==> config.mk <==
export PLATFORM = sky130hd
export DESIGN_NAME = timer_compare_pwm
export DESIGN_NICKNAME = d
export VERILOG_FILES = /design/src/rtl/pin_sync.v /design/src/rtl/apb_regs.v /design/src/rtl/timer_compare_pwm.v
export VERILOG_INCLUDE_DIRS = /design/src /design/src/rtl
export SDC_FILE = /design/constraint.sdc
export NUM_CORES = 1
export LEC_CHECK = 0
export ABC_CLOCK_PERIOD_IN_PS = 3600
export BUFFER_PORTS_ARGS = -buffer_cell sky130_fd_sc_hd__clkbuf_2
export CORE_ASPECT_RATIO = 1.4
export CORE_MARGIN = 2
export CORE_UTILIZATION = 40
export DETAILED_ROUTE_END_ITERATION = 6
export SYNTH_ARGS = -nofsm -noshare
export SYNTH_HDL_FRONTEND = slang
export SYNTH_SLANG_ARGS = --single-unit
==> constraint.sdc <==
create_clock -name clk_sys -period 3.6 [get_ports clk_sys]
set_input_delay 0.18 -clock clk_sys [delete_from_list [all_inputs] [get_ports clk_sys]]
set_output_delay 0.18 -clock clk_sys [all_outputs]
set_load 0.005 [all_outputs]
==> src/rtl/timer_defs.vh <==
`ifndef TIMER_DEFS_VH
`define TIMER_DEFS_VH
// register byte offsets
`define OFS_CONTROL   12'h000
`define OFS_CMP_A     12'h004
`define OFS_CMP_P     12'h008
`define OFS_COUNT     12'h00c
`define OFS_STATUS    12'h010
// control field positions
`define CTL_CLEAR_SEL 0
`define CTL_SWAP      1
`define CTL_INVERT    2
`define CTL_LEVEL     3
`define CTL_ACT_LO    4
`define CTL_ACT_HI    5
`define CTL_MODE_LO   6
`define CTL_MODE_HI   7
`define CTL_RUN       8
`define CTL_WIDTH     9
`define CTL_RESET     9'h000
// modes
`define MODE_COMPARE  2'h0
`define MODE_CAPTURE  2'h1
`define MODE_PWM      2'h2
`define MODE_TIMER    2'h3
// pin actions
`define ACT_NONE      2'h0
`define ACT_LOW       2'h1
`define ACT_HIGH      2'h2
`define ACT_TOGGLE    2'h3
// status bits
`define STS_MATCH_A   0
`define STS_MATCH_P   1
`define CNT_MAX       16'hffff
`endif

==> src/rtl/pin_sync.v <==
`timescale 1ns/1ps
// three-stage synchroniser, change accepted when stages 2 and 3 agree
module pin_sync (
    input  wire clk_sys,
    input  wire reset,
    input  wire clkEn,
    input  wire pinIn,
    output reg  pinLevel_q,
    output wire rise
);
    reg s1_q;
    reg s2_q;
    reg s3_q;
    reg prevLevel_q;

    always @(posedge clk_sys or posedge reset) begin
        if (reset) begin
            s1_q        <= 1'b0;
            s2_q        <= 1'b0;
            s3_q        <= 1'b0;
            pinLevel_q  <= 1'b0;
            prevLevel_q <= 1'b0;
        end else if (clkEn) begin
            s1_q        <= pinIn;
            s2_q        <= s1_q;
            s3_q        <= s2_q;
            prevLevel_q <= pinLevel_q;
            if (s2_q == s3_q) begin
                pinLevel_q <= s3_q;
            end
        end
    end

    assign rise = pinLevel_q & ~prevLevel_q;
endmodule

==> src/rtl/apb_regs.v <==
`timescale 1ns/1ps
// apb slave: control, compare values, readback; zero wait states
module apb_regs (
    input  wire        clk_sys,
    input  wire        reset,
    input  wire        clkEn,
    input  wire        psel,
    input  wire        penable,
    input  wire        pwrite,
    input  wire [11:0] paddr,
    input  wire [31:0] pwdata,
    output reg  [31:0] prdata,
    output wire        pready,
    output wire        pslverr,
    input  wire        hwStop,
    input  wire        hwStart,
    input  wire [15:0] count,
    input  wire        flagA,
    input  wire        flagP,
    output reg  [8:0]  ctrl_q,
    output reg  [15:0] cmpA_q,
    output reg  [7:0]  cmpP_q,
    output wire        clrA,
    output wire        clrP
);
    `include "timer_defs.vh"

    reg  [31:0] rdMux;
    wire access = psel & penable & clkEn;
    wire wr     = access & pwrite;
    wire hit    = (paddr == `OFS_CONTROL) || (paddr == `OFS_CMP_A) ||
                  (paddr == `OFS_CMP_P) || (paddr == `OFS_COUNT) ||
                  (paddr == `OFS_STATUS);

    assign pready  = 1'b1;
    assign pslverr = psel & penable & ~hit;
    // write one to clear match flags
    assign clrA = wr && paddr == `OFS_STATUS && pwdata[`STS_MATCH_A];
    assign clrP = wr && paddr == `OFS_STATUS && pwdata[`STS_MATCH_P];

    always @(posedge clk_sys or posedge reset) begin
        if (reset) begin
            ctrl_q <= `CTL_RESET;
            cmpA_q <= 16'h0000;
            cmpP_q <= 8'h00;
            prdata <= 32'h00000000;
        end else if (clkEn) begin
            // read data captured in setup, stands through access
            if (psel && !penable) begin
                prdata <= rdMux;
            end
            if (wr && paddr == `OFS_CONTROL) begin
                ctrl_q <= pwdata[8:0];
            end else if (hwStop) begin
                ctrl_q[`CTL_RUN] <= 1'b0;
            end else if (hwStart) begin
                ctrl_q[`CTL_RUN] <= 1'b1;
            end
            if (wr && paddr == `OFS_CMP_A) begin
                cmpA_q <= pwdata[15:0];
            end
            if (wr && paddr == `OFS_CMP_P) begin
                cmpP_q <= pwdata[7:0];
            end
        end
    end

    always @* begin
        rdMux = 32'h00000000;
        if (paddr == `OFS_CONTROL) begin
            rdMux = {23'h0, ctrl_q};
        end else if (paddr == `OFS_CMP_A) begin
            rdMux = {16'h0000, cmpA_q};
        end else if (paddr == `OFS_CMP_P) begin
            rdMux = {24'h000000, cmpP_q};
        end else if (paddr == `OFS_COUNT) begin
            rdMux = {16'h0000, count};
        end else if (paddr == `OFS_STATUS) begin
            rdMux = {30'h0, flagP, flagA};
        end
    end
endmodule

==> src/rtl/timer_compare_pwm.v <==
`timescale 1ns/1ps
// Behaviour
// - mode 00 is compare-match output; clear by overflow, A or P match
// - clear select low: P match clears, P value zero lets counter wrap
// - clear select low in compare mode: both A and P flags raised
// - clear select high: A match clears, only A flag raised
// - compare A zero with clear select high: counter runs to ffff, no A flag
// - compare mode: pin changes only on A match or run rise, P ignored
// - pin action: none, low, high or toggle on A match
// - compare mode: run rising edge loads pin with initial level
// - mode 11 counts like compare mode, pin unused
// - pwm swap 0: P clears, period P*256 or 65536; A sets duty
// - duty at or above period holds output active whole period
// - pwm swap 1: A clears and sets period; duty P*256 or 65536
// - pwm ignores clear select, raises both flags
// - pwm counting continues with action 00 or 01
// - pwm action 00 forces inactive, 01 active; level bit sets active
// - invert bit inverts the output pin
// - single pulse: trigger pin rise sets run while stopped; run rise starts counter and pulse
// - single pulse: A match clears run, ends pulse, raises A flag
// - single pulse: counter zeroed only on run rise; P ignored
module timer_compare_pwm (
    input  wire        clk_sys,
    input  wire        reset,
    input  wire        clkEn,
    input  wire        timerTick,
    input  wire        psel,
    input  wire        penable,
    input  wire        pwrite,
    input  wire [11:0] paddr,
    input  wire [31:0] pwdata,
    output wire [31:0] prdata,
    output wire        pready,
    output wire        pslverr,
    input  wire        external_trigger_pin,
    output reg         timer_output_pin_0,
    output wire        timerOutEnable,
    output wire        matchEvent
);
    `include "timer_defs.vh"

    wire [8:0]  ctrl;
    wire [15:0] cmpA;
    wire [7:0]  cmpP;
    wire        clrA;
    wire        clrP;
    wire        trigRise;
    reg  [15:0] count_q;
    reg  [15:0] count_d;
    reg         match_a_flag_q;
    reg         match_p_flag_q;
    reg         runPrev_q;
    reg         pinRaw_q;
    reg         pinRaw_d;
    reg         hwStop;
    reg         hwStart;
    reg         setA;
    reg         setP;

    wire [1:0] mode   = {ctrl[`CTL_MODE_HI], ctrl[`CTL_MODE_LO]};
    wire [1:0] action = {ctrl[`CTL_ACT_HI], ctrl[`CTL_ACT_LO]};
    wire counter_run         = ctrl[`CTL_RUN];
    wire clear_source_select = ctrl[`CTL_CLEAR_SEL];
    wire period_duty_swap    = ctrl[`CTL_SWAP];
    wire output_invert       = ctrl[`CTL_INVERT];
    wire output_level_ctrl   = ctrl[`CTL_LEVEL];
    wire pulseMode = (mode == `MODE_PWM) && (action == `ACT_TOGGLE);
    wire pwmMode   = (mode == `MODE_PWM) && !pulseMode;
    wire runRise   = counter_run & ~runPrev_q;

    apb_regs regs (
        .clk_sys (clk_sys),
        .reset   (reset),
        .clkEn   (clkEn),
        .psel    (psel),
        .penable (penable),
        .pwrite  (pwrite),
        .paddr   (paddr),
        .pwdata  (pwdata),
        .prdata  (prdata),
        .pready  (pready),
        .pslverr (pslverr),
        .hwStop  (hwStop),
        .hwStart (hwStart),
        .count   (count_q),
        .flagA   (match_a_flag_q),
        .flagP   (match_p_flag_q),
        .ctrl_q  (ctrl),
        .cmpA_q  (cmpA),
        .cmpP_q  (cmpP),
        .clrA    (clrA),
        .clrP    (clrP)
    );

    pin_sync trig (
        .clk_sys    (clk_sys),
        .reset      (reset),
        .clkEn      (clkEn),
        .pinIn      (external_trigger_pin),
        .pinLevel_q (),
        .rise       (trigRise)
    );

    // comparators see the next count, so a clear gives an exact period
    wire [15:0] countNext = count_q + 16'h0001;
    wire matchA = (countNext == cmpA) && (cmpA != 16'h0000);
    wire matchP = (countNext[15:8] == cmpP) && (cmpP != 8'h00) &&
                  (countNext[7:0] == 8'h00);
    wire atMax  = (count_q == `CNT_MAX);
    // duty compare for pwm
    wire [16:0] periodP = (cmpP == 8'h00) ? 17'h10000 : {1'b0, cmpP, 8'h00};
    wire [16:0] dutyVal = period_duty_swap ? periodP : {1'b0, cmpA};
    wire [16:0] perVal  = period_duty_swap ? {1'b0, cmpA} : periodP;
    wire pwmActive = ({1'b0, count_q} < dutyVal) ||
                     (dutyVal >= perVal);

    // counting, clearing, flag and stop events
    always @* begin
        count_d = count_q;
        setA    = 1'b0;
        setP    = 1'b0;
        hwStop  = 1'b0;
        hwStart = 1'b0;
        if (pulseMode && trigRise && !counter_run) begin
            hwStart = 1'b1;
        end
        if (runRise) begin
            count_d = 16'h0000;
        end else if (counter_run && timerTick) begin
            count_d = countNext;
            if (mode == `MODE_COMPARE || mode == `MODE_TIMER) begin
                setA = matchA;
                if (clear_source_select) begin
                    if (matchA || atMax) begin
                        count_d = 16'h0000;
                    end
                end else begin
                    setP = matchP;
                    if (matchP || atMax) begin
                        count_d = 16'h0000;
                    end
                end
            end else if (pwmMode) begin
                setA = matchA;
                setP = matchP;
                if (period_duty_swap ? matchA : matchP) begin
                    count_d = 16'h0000;
                end
            end else if (pulseMode) begin
                setA = matchA;
                if (matchA) begin
                    hwStop = 1'b1;
                end
            end
        end
    end

    // pin level before polarity
    always @* begin
        pinRaw_d = pinRaw_q;
        if (mode == `MODE_COMPARE) begin
            if (runRise) begin
                pinRaw_d = output_level_ctrl;
            end else if (setA) begin
                case (action)
                    `ACT_LOW:    pinRaw_d = 1'b0;
                    `ACT_HIGH:   pinRaw_d = 1'b1;
                    `ACT_TOGGLE: pinRaw_d = ~pinRaw_q;
                    default:     pinRaw_d = pinRaw_q;
                endcase
            end
        end else if (pwmMode) begin
            case (action)
                `ACT_NONE: pinRaw_d = ~output_level_ctrl;
                `ACT_LOW:  pinRaw_d = output_level_ctrl;
                default:   pinRaw_d = counter_run &&
                           pwmActive ? output_level_ctrl
                                     : ~output_level_ctrl;
            endcase
        end else if (pulseMode) begin
            pinRaw_d = (counter_run && !hwStop) ? output_level_ctrl
                                                : ~output_level_ctrl;
        end
    end

    always @(posedge clk_sys or posedge reset) begin
        if (reset) begin
            count_q            <= 16'h0000;
            match_a_flag_q     <= 1'b0;
            match_p_flag_q     <= 1'b0;
            runPrev_q          <= 1'b0;
            pinRaw_q           <= 1'b0;
            timer_output_pin_0 <= 1'b0;
        end else if (clkEn) begin
            count_q        <= count_d;
            runPrev_q      <= counter_run;
            // set wins over clear
            match_a_flag_q <= setA | (match_a_flag_q & ~clrA);
            match_p_flag_q <= setP | (match_p_flag_q & ~clrP);
            pinRaw_q       <= pinRaw_d;
            timer_output_pin_0 <= pinRaw_d ^ output_invert;
        end
    end

    assign timerOutEnable = (mode != `MODE_TIMER) &&
                            (mode != `MODE_CAPTURE);
    assign matchEvent = setA | setP;
endmodule

; ---- Yosys cells after proc, flatten, opt, wreduce, memory -nomap -nowiden
; Index checks and enable logic that the tools add are counted.
; W data, S select, Z words.
[totals]
regBits = 91
inputBits = 52
out_inout_bits = 37
elab_cells = 145
[classes]
add_sub_neg = 1
magnitude_cmp = 2
n_eq_ne = 15
n_mux = 46
bitwise_logic = 19
n_reduce_logical = 46
[ops]
columns = op, n
row1 = $mux W16, 8
row2 = $mux W32, 4
row3 = $mux W17, 3
row4 = $mux W1, 28
row5 = $eq A12 B4 Y1 const B, 2
row6 = $logic_and A1 B1 Y1, 18
row7 = $ge A17 B17 Y1, 1
row8 = $lt A16 B17 Y1, 1
row9 = $add A16 B1 Y16 const B, 1
row10 = $eq A16 B16 Y1, 1
row11 = $eq A16 B16 Y1 const B, 1
row12 = $logic_not A8 Y1, 2
row13 = $reduce_bool A16 Y1, 1
row14 = $reduce_and A2 Y1, 7
row15 = $eq A12 B3 Y1 const B, 1
row16 = $eq A12 B5 Y1 const B, 1
row17 = $logic_not A12 Y1, 1
row18 = $and A1 B1 Y1, 8
row19 = $eq A2 B2 Y1 const B, 4
row20 = $eq A8 B8 Y1, 1
row21 = $logic_or A1 B1 Y1, 8
row22 = $reduce_bool A8 Y1, 1
row23 = $not A1 Y1, 7
row24 = $logic_not A1 Y1, 4
row25 = other kinds (12), 15

; ---- Longest topological paths before layout
; Gate-level depths: netlist (run 1).
[depth]
ltp_word = 16
ltp_mapped = 14
ltp_nobuf = 12

; ---- Cells and area by module
; Synthesis (run 1) repeated with hierarchy kept, for this count alone.
[hier_totals]
cells_unflattened = 576
hier_area_um2 = 5736.8
[modules_own_cells]
columns = module, n_inst, cells_per_inst, area_each_um2, seq_area_each_um2
row1 = timer_compare_pwm, 1, 369, 3010.4, 525.5
row2 = apb_regs, 1, 193, 2523.7, 1226.2
row3 = pin_sync, 1, 14, 202.7, 125.1

; ---- Worst setup path before layout (run 1)
; OpenSTA, ideal clock, no wires.
[synth_path]
path_type = register to register
start = register regs.ctrl_q[1]
end = register timer_output_pin_0
setup_time_ns = 0.127
t_arrival_ns = 3.394
t_required_ns = 3.473
setup_slack_ns = 0.079
stages_incl_launch_ff = 14
path_buffers = 3
synth_period_minus_slack_ns = 3.521
path_cell_list = dfrtp_1 > buf_2 > buf_1 > buf_1 > mux2_2 > inv_1 > ha_1 > a21o_1 > maj3_1 > o2111ai_1 > mux2_2 > o21ai_0 > a221oi_1 > nand3b_1
[synth_between]
elab_chain_cells = 9
[synth_rtl]
columns = element, line
row1 = "start, declared", apb_regs.v:20  ; output reg [8:0] ctrl_q,
row2 = "start signal, assigned", apb_regs.v:43  ; ctrl_q <= `CTL_RESET;
row3 = "start signal, assigned", apb_regs.v:53  ; ctrl_q <= pwdata[8:0];
row4 = $mux W17 (on tied branches), "timer_compare_pwm.v:112, timer_compare_pwm.v:113"
row5 = $lt A16 B17 Y1 / $ge A17 B17 Y1 (equally long branches), "timer_compare_pwm.v:114, timer_compare_pwm.v:115"
row6 = $logic_or A1 B1 Y1 (*), timer_compare_pwm.v:114  ; wire pwmActive = ({1'b0, count_q} < dutyVal) ||
row7 = $logic_and A1 B1 Y1 (*), timer_compare_pwm.v:176  ; default: pinRaw_d = counter_run &&
row8 = $mux W1 (*), timer_compare_pwm.v:177  ; pwmActive ? output_level_ctrl
row9 = $pmux W1 S2 (*), timer_compare_pwm.v:173  ; case (action)
row10 = $mux W1 (*), timer_compare_pwm.v:172  ; end else if (pwmMode) begin
row11 = $mux W1 (*), timer_compare_pwm.v:161  ; if (mode == `MODE_COMPARE) begin
row12 = $xor A1 B1 Y1 (*), timer_compare_pwm.v:201  ; timer_output_pin_0 <= pinRaw_d ^ output_invert;
row13 = "end signal, assigned", timer_compare_pwm.v:201
row14 = "end, declared", timer_compare_pwm.v:36  ; output reg timer_output_pin_0,
; Mark *: on every way between the ends. The rest lies on a longest branch, timed or not.
; A chain may end at the register's enable or synchronous reset.

; ---- Worst setup path after layout (run 1)
; Ends and elaborated chain as after synthesis.

==> flow_summary.json, run 1 <==
{
  "worst_slew_pin_slew_ns": 0.9472,
  "setup_viol": 0,
  "hpwl_um": 14610,
  "cts_max_level": 3,
  "gp_congestion": 0.9648,
  "yosys.cell_types.count": 77,
  "finalWirelength_um": 18420,
  "cp-end-kind": "flip-flop",
  "power.net_switching_uw": 479.1,
  "cts.sinks": 75,
  "worstSetupPathType": "flip-flop to flip-flop",
  "path_max_fanout": 7,
  "setup_tns_ns": 0,
  "switching_share_pct": 24.90,
  "clk_path_buf_depth": 2,
  "cts_tree": "done",
  "drt-pass1-iter-count": 5,
  "place.port_buffers": 55,
  "areaGrowthSynthToFinish_pct": 14.72,
  "rows": 52,
  "whs_ns": 0.05758,
  "post_drt_wl_per_cell_um": 20.47,
  "coreArea_um2": 14440,
  "drt_iter0_markers": 303,
  "total_power_uw": 1924,
  "finalCritPeriodShare_pct": 94.46,
  "initial_core_util_pct": 40.90,
  "netlist_instances": 643,
  "grt_pass1_vias": 5271,
  "pin_count": 89,
  "root_buffer": "clkbuf_16",
  "synth_edf_count": 0,
  "p_int_uw": 1445,
  "required_ns": 3.82,
  "skew_ns": 0.01121,
  "hp-class": "primary input to flip-flop",
  "setup.worst_path.start_class": "flip-flop",
  "async_flop_share_pct": 100.0,
  "rr_startpoint": "regs.ctrl_q[1]",
  "cp-startpoint": "regs.ctrl_q[1]",
  "vdd_drop_max_mv": 0.2093,
  "p_comb_share_pct": 5.4,
  "clkPwrFrac_pct": 49.4,
  "cellLeakagePower_uw": 0.003070,
  "grt_max_degree": 44,
  "vias": 5240,
  "p_seq_share_pct": 45.2,
  "relSlewSlack_pct": 36.85,
  "overflow": 0,
  "hold_viol": 0,
  "die_y_um": 147.8,
  "hold_start": "pwdata[10]",
  "ys_warn_count": 0,
  "ys_seq_area_share_pct": 31.77,
  "period_needed_ns": 3.401,
  "finalNetCount": 782,
  "syn_avg_cell_area_um2": 9.186,
  "arrival_ns": 3.63,
  "antenna_found_initial": 0,
  "clk_pin_slew_worst_paths_ns": 0.07,
  "fp.dieW_um": 106.7,
  "ys_seq_elements": 75,
  "status": "finished clean",
  "grt_pass1_wl_um": 29230,
  "synth_area_um2": 5907,
  "worstSkewPairLatency_ns": 0.34,
  "slew_viol_final": 0,
  "viasPerCell": 5.822,
  "numCtsBuffers": 9,
  "drc": 0,
  "drtAntennaViolNets": 0,
  "fmax_mhz": 294.1,
  "die_area_um2": 15770,
  "power.density_nw_per_um2": 284.0,
  "maxCapViolations": 0,
  "rsz0062_at_grt": "no",
  "gr-usage-all-layers_pct": 24.25,
  "ys.flop_type": "dfrtp_1",
  "n_antenna_cell": 0,
  "drive_above_1_share_pct": 25.32
}
[area by class of cell]
type / instances / area (um^2)
fillers: 1474 / 7667
multi-input cells: 502 / 3682
flip-flops and latches: 75 / 1877
repair buffers: 94 / 583.1
well taps: 189 / 236.5
clock buffers: 9 / 225.2
inverters: 24 / 90.09
clock inverters: 7 / 82.58
[timing repair]
action | in CTS | in global routing
endpoints found under the hold margin | 32 | 0
endpoints found under the setup margin | 0 | 2
hold buffers | 1 | 0
resized for setup | 0 | 2
setup buffers | 0 | 0
[per-layer routing]
layer  track usage, %  vias to the layer above  routed length [um]
li1                 -                     2428                   -
met1            27.31                     2564                6996
met2            43.69                      195                9650
met3            3.880                       53                 820
met4            12.34                        0                 953
met5                0                        -                   0
[metrics by stage]
| step | cells | setup WS, ns | cell area, um^2 | utilization [%] |
|---|---|---|---|---|
| after floorplan | 658 | 0.07897 | 5963 | - |
| after global placement | 883 | 0.2429 | 6451 | 44.66 |
| after detailed placement | 883 | 0.2100 | 6451 | 44.66 |
| after CTS | 900 | 0.1903 | 6769 | 46.86 |
| after global routing | 900 | 0.02410 | 6777 | 46.92 |
| final | 900 | 0.1993 | 6777 | 46.92 |
[synth_stat cells, types with 4 or more instances]
cell type | instances | area share, %
a22oi_1 | 9 | 1.1
mux2_2 | 45 | 8.6
a21oi_1 | 18 | 1.5
o2111ai_1 | 6 | 0.89
nor3_1 | 7 | 0.59
and2_1 | 6 | 0.64
nand3b_1 | 5 | 0.64
buf_2 | 8 | 0.68
ha_1 | 24 | 5.1
buf_1 | 5 | 0.32
buf_4 | 22 | 2.8
nand4_1 | 11 | 1.2
nor4_2 | 5 | 1.1
nand2b_1 | 4 | 0.42
o21ai_0 | 49 | 4.2
o211ai_1 | 8 | 1.0
xnor3_1 | 5 | 1.9
inv_1 | 23 | 1.5
clkbuf_1 | 20 | 1.3
nand2_1 | 70 | 4.4
a22o_1 | 7 | 1.0
and3_1 | 6 | 0.64
o21a_1 | 4 | 0.51
nand3_1 | 16 | 1.4
o22ai_1 | 7 | 0.74
nor3b_1 | 5 | 0.64
mux2i_1 | 14 | 2.4
xor2_1 | 10 | 1.5
dfrtp_1 | 75 | 32
nor4_1 | 10 | 1.1
nor2_1 | 22 | 1.4
nor2b_1 | 17 | 1.8
and4_1 | 4 | 0.59
a21o_1 | 12 | 1.5
xnor2_1 | 20 | 3.0
[final timing paths]
check	end	depth (start not counted)	slack [ns]
worst max-delay path	timer_output_pin_0	13	0.20
worst min-delay path	regs.cmpA_q[10]	3	0.06
worst max register to register	timer_output_pin_0	13	0.20
worst min register to register	regs.prdata[13]	2	0.49
max in group asynchronous	count_q[4]	4	2.04
min in group asynchronous	regs.prdata[6]	3	0.50
[critical path, stage by stage (launching register included)]
cell,delay (ns)
dfrtp_1,0.53
clkinv_1,0.25
buf_4,0.22
nand2_1,0.06
ha_1,0.23
a21oi_1,0.15
o22ai_1,0.10
o22ai_1,0.30
o21ai_0,0.15
o2111ai_1,0.32
mux2_2,0.37
o21ai_0,0.30
a221oi_1,0.15
nand3b_1,0.17
[power groups by stage]
stage	Sequential, uW	Clock, uW	Combinational (uW)
5_1_grt	871	1010	120
6_report	870	950	104
3_3_place_gp	886	0	102
4_1_cts	870	973	106
2_1_floorplan	883	0	73.8
3_5_place_dp	886	0	105
[flip-flops by register name (all words and copies together), names as in the netlist]
signal,flops
regs.cmpA_q,16
pinRaw_q,1
match_p_flag_q,1
trig.s3_q,1
trig.s1_q,1
runPrev_q,1
regs.prdata,16
count_q,16
regs.ctrl_q,9
trig.prevLevel_q,1
regs.cmpP_q,8
match_a_flag_q,1
trig.s2_q,1
timer_output_pin_0,1
trig.pinLevel_q,1
[logic make-up after synthesis]
| group | share of synthesized area (%) |
|---|---|
| muxes | 10.95 |
| adders and majority gates | 5.592 |
| DFF | 31.77 |
| other | 0.1271 |
| xor gates and xnor gates | 6.757 |
| buffers and inverters | 6.969 |
| and+or+nand+nor | 21.16 |
| AOI/OAI and AO/OA | 16.67 |
[placed cells by master, fill, tap and decap left out, types with 4 or more instances in the layout]
master,netlist,layout
dfrtp_1,75,75
nand2_1,70,70
clkbuf_2,0,55
o21ai_0,49,49
mux2_2,45,45
buf_4,22,37
ha_1,24,23
inv_1,23,22
nor2_1,22,22
xnor2_1,20,20
a21oi_1,18,18
nor2b_1,17,17
conb_1,2,17
nand3_1,16,16
mux2i_1,14,14
a21o_1,12,12
nand4_1,11,11
xor2_1,10,10
nor4_1,10,10
a22oi_1,9,9
clkbuf_16,0,9
o211ai_1,8,8
o22ai_1,7,7
a22o_1,7,7
and2_1,6,6
and3_1,6,6
nor3_1,7,6
o2111ai_1,6,6
xnor3_1,5,5
nor3b_1,5,5
nand3b_1,5,5
nor4_2,5,5
and4_1,4,4
nand2b_1,4,4
o21a_1,4,4
No activity file was read; power rests on OpenSTA's default activity.
==> run 2: changes to the inputs <==
CORE_MARGIN = 5   (was 2)
CTS_BUF_LIST = sky130_fd_sc_hd__clkbuf_4 sky130_fd_sc_hd__clkbuf_8   (was unset)
CTS_CLUSTER_DIAMETER = 80   (was unset)
==> run 2 against run 1 <==
  * Maximum frequency rose by 1.5%
  * Sequential power hardly changed
  * Global-route usage down 2.4 points
  * Largest cell class unchanged
==> flow_summary.json, run 2 (synthesized netlist as in run 1, its figures left out) <==
{
  "worst_slew_pin_slew_ns": 0.9832,
  "setup_viol": 0,
  "rows": 52,
  "slowest_stage": "nor3_1",
  "arrival_ns": 3.17,
  "r2r_slack_ns": 0.28,
  "required_ns": 3.42,
  "initial_core_util_pct": 40.71,
  "hp-class": "primary input to flip-flop",
  "place_ws_ns": 0.1084,
  "viasPerCell": 5.785,
  "gr-usage-all-layers_pct": 21.89,
  "fmax_mhz": 298.5,
  "numCtsBuffers": 9,
  "relSlewSlack_pct": 34.45,
  "clk_pin_slew_worst_paths_ns": 0.08,
  "drt_iter0_markers": 271,
  "power.density_nw_per_um2": 261.7,
  "fillers": 1419,
  "layout_common_cells": "75 x dfrtp_1, 70 x nand2_1, 55 x clkbuf_2",
  "cts_max_level": 3,
  "reg.largest.list": "count_q x16, regs.cmpA_q x16, regs.prdata x16",
  "path_max_fanout": 9,
  "drtAntennaViolNets": 0,
  "setup.worst_path.start_class": "flip-flop",
  "post_drt_wl_per_cell_um": 20.73,
  "clk_path_buf_depth": 2,
  "cts_tree": "done",
  "grt_max_degree": 39,
  "status": "finished clean",
  "drive_above_1_share_pct": 25.42,
  "areaGrowthSynthToFinish_pct": 13.68,
  "skew_ns": 0.01238,
  "die_y_um": 153.8,
  "regArea_um2": 1877,
  "cp-end-kind": "output pin",
  "fin_ws_ns": 0.2504,
  "final_cell_area_um2": 6715,
  "placed_cell_area_um2": 6459,
  "finalCritPeriodShare_pct": 93.04,
  "overflow": 0,
  "period_needed_ns": 3.350,
  "cpPeakStageDelay_ns": 0.50,
  "coreArea_um2": 14510,
  "cellLeakagePower_uw": 0.003049,
  "multiInputGateArea_um2": 3682,
  "hpwl_um": 14860,
  "grt_pass1_wl_um": 29760,
  "finalCoreUtilization_pct": 46.28,
  "root_buffer": "clkbuf_8",
  "place.port_buffers": 55,
  "worstSetupPathType": "flip-flop to output pin",
  "antenna_found_initial": 0,
  "drt-pass1-iter-count": 6,
  "finalWirelength_um": 18680,
  "slew_viol_final": 0,
  "n_antenna_cell": 0,
  "hold_viol": 0,
  "worstSkewPairLatency_ns": 0.37,
  "pin_count": 89,
  "vdd_drop_max_mv": 0.2577,
  "grt_pass1_vias": 5414,
  "gp_congestion": 0.9541,
  "drc": 0,
  "crit_top_cell": "buf_4",
  "fp.dieW_um": 112.7,
  "vias": 5212,
  "setup_tns_ns": 0,
  "layout_commonest_cell": "dfrtp_1",
  "finalNetCount": 783,
  "maxCapViolations": 0,
  "cts.sinks": 75,
  "die_area_um2": 17330,
  "cp_cell_sequence": "ha_2, nand4_4, buf_4, nor3_1, xnor2_1, o2111ai_1, nor4_2, buf_4, nand2b_1, clkbuf_2"
}
run 2: layout make-up:
cell class	count	area share, %
inverters	24	1.342
well taps	189	3.522
clock inverters	6	1.453
flip-flops and latches	75	27.95
multi-input cells	502	54.84
clock buffers	10	2.050
repair buffers	95	8.850
run 2: per-layer routing:
metal	share of wire (%)	routed length [um]	GRT usage (%)
met5	0	0	0
met4	5.5	1024	12.66
met3	4.1	760	3.539
met2	52	9774	38.93
met1	38	7122	24.37
run 2: path summary, 6_finish.rpt:
kind	from	end	cells past startpoint
max	count_q[1]	matchEvent	10
min	pwdata[10]	regs.cmpA_q[10]	3
max reg2reg	count_q[4]	timer_output_pin_0	10
min reg2reg	regs.prdata[13]	regs.prdata[13]	2
max in group asynchronous	reset	count_q[4]	4
min in group asynchronous	reset	regs.prdata[11]	3
run 2: through the flow:
| step | hold slack, ns | std cells | power, uW |
|---|---|---|---|
| after CTS | 0.01739 | 901 | 1777 |
| after floorplan | 0.2968 | 658 | 957.3 |
| after global placement | 0.3782 | 884 | 988.5 |
| after detailed placement | 0.4030 | 884 | 993.0 |
| final | 0.03020 | 901 | 1758 |
| after global routing | 0.02051 | 901 | 1840 |
run 2: what timing repair did:
action	CTS	global route
endpoints found under the setup margin	0	6
hold buffers	1	0
gates resized for setup	0	4
hold endpoints to repair	12	0
buffers inserted	0	0
run 2: worst max-delay path: cells and delay by family (launching register included):
kind                       cells  cell delay, ns
DFF                            1            0.37
AOI/OAI and AO/OA              1            0.20
xor gates and xnor gates       1            0.19
and+or+nand+nor                4            1.22
buffers and inverters          3            0.52
adders and majority gates      1            0.30
run 2: power by group:
part / switching [uW] / internal [uW]
sequential: 11.4 / 858
clock: 364 / 418
combinational: 69.2 / 36.8
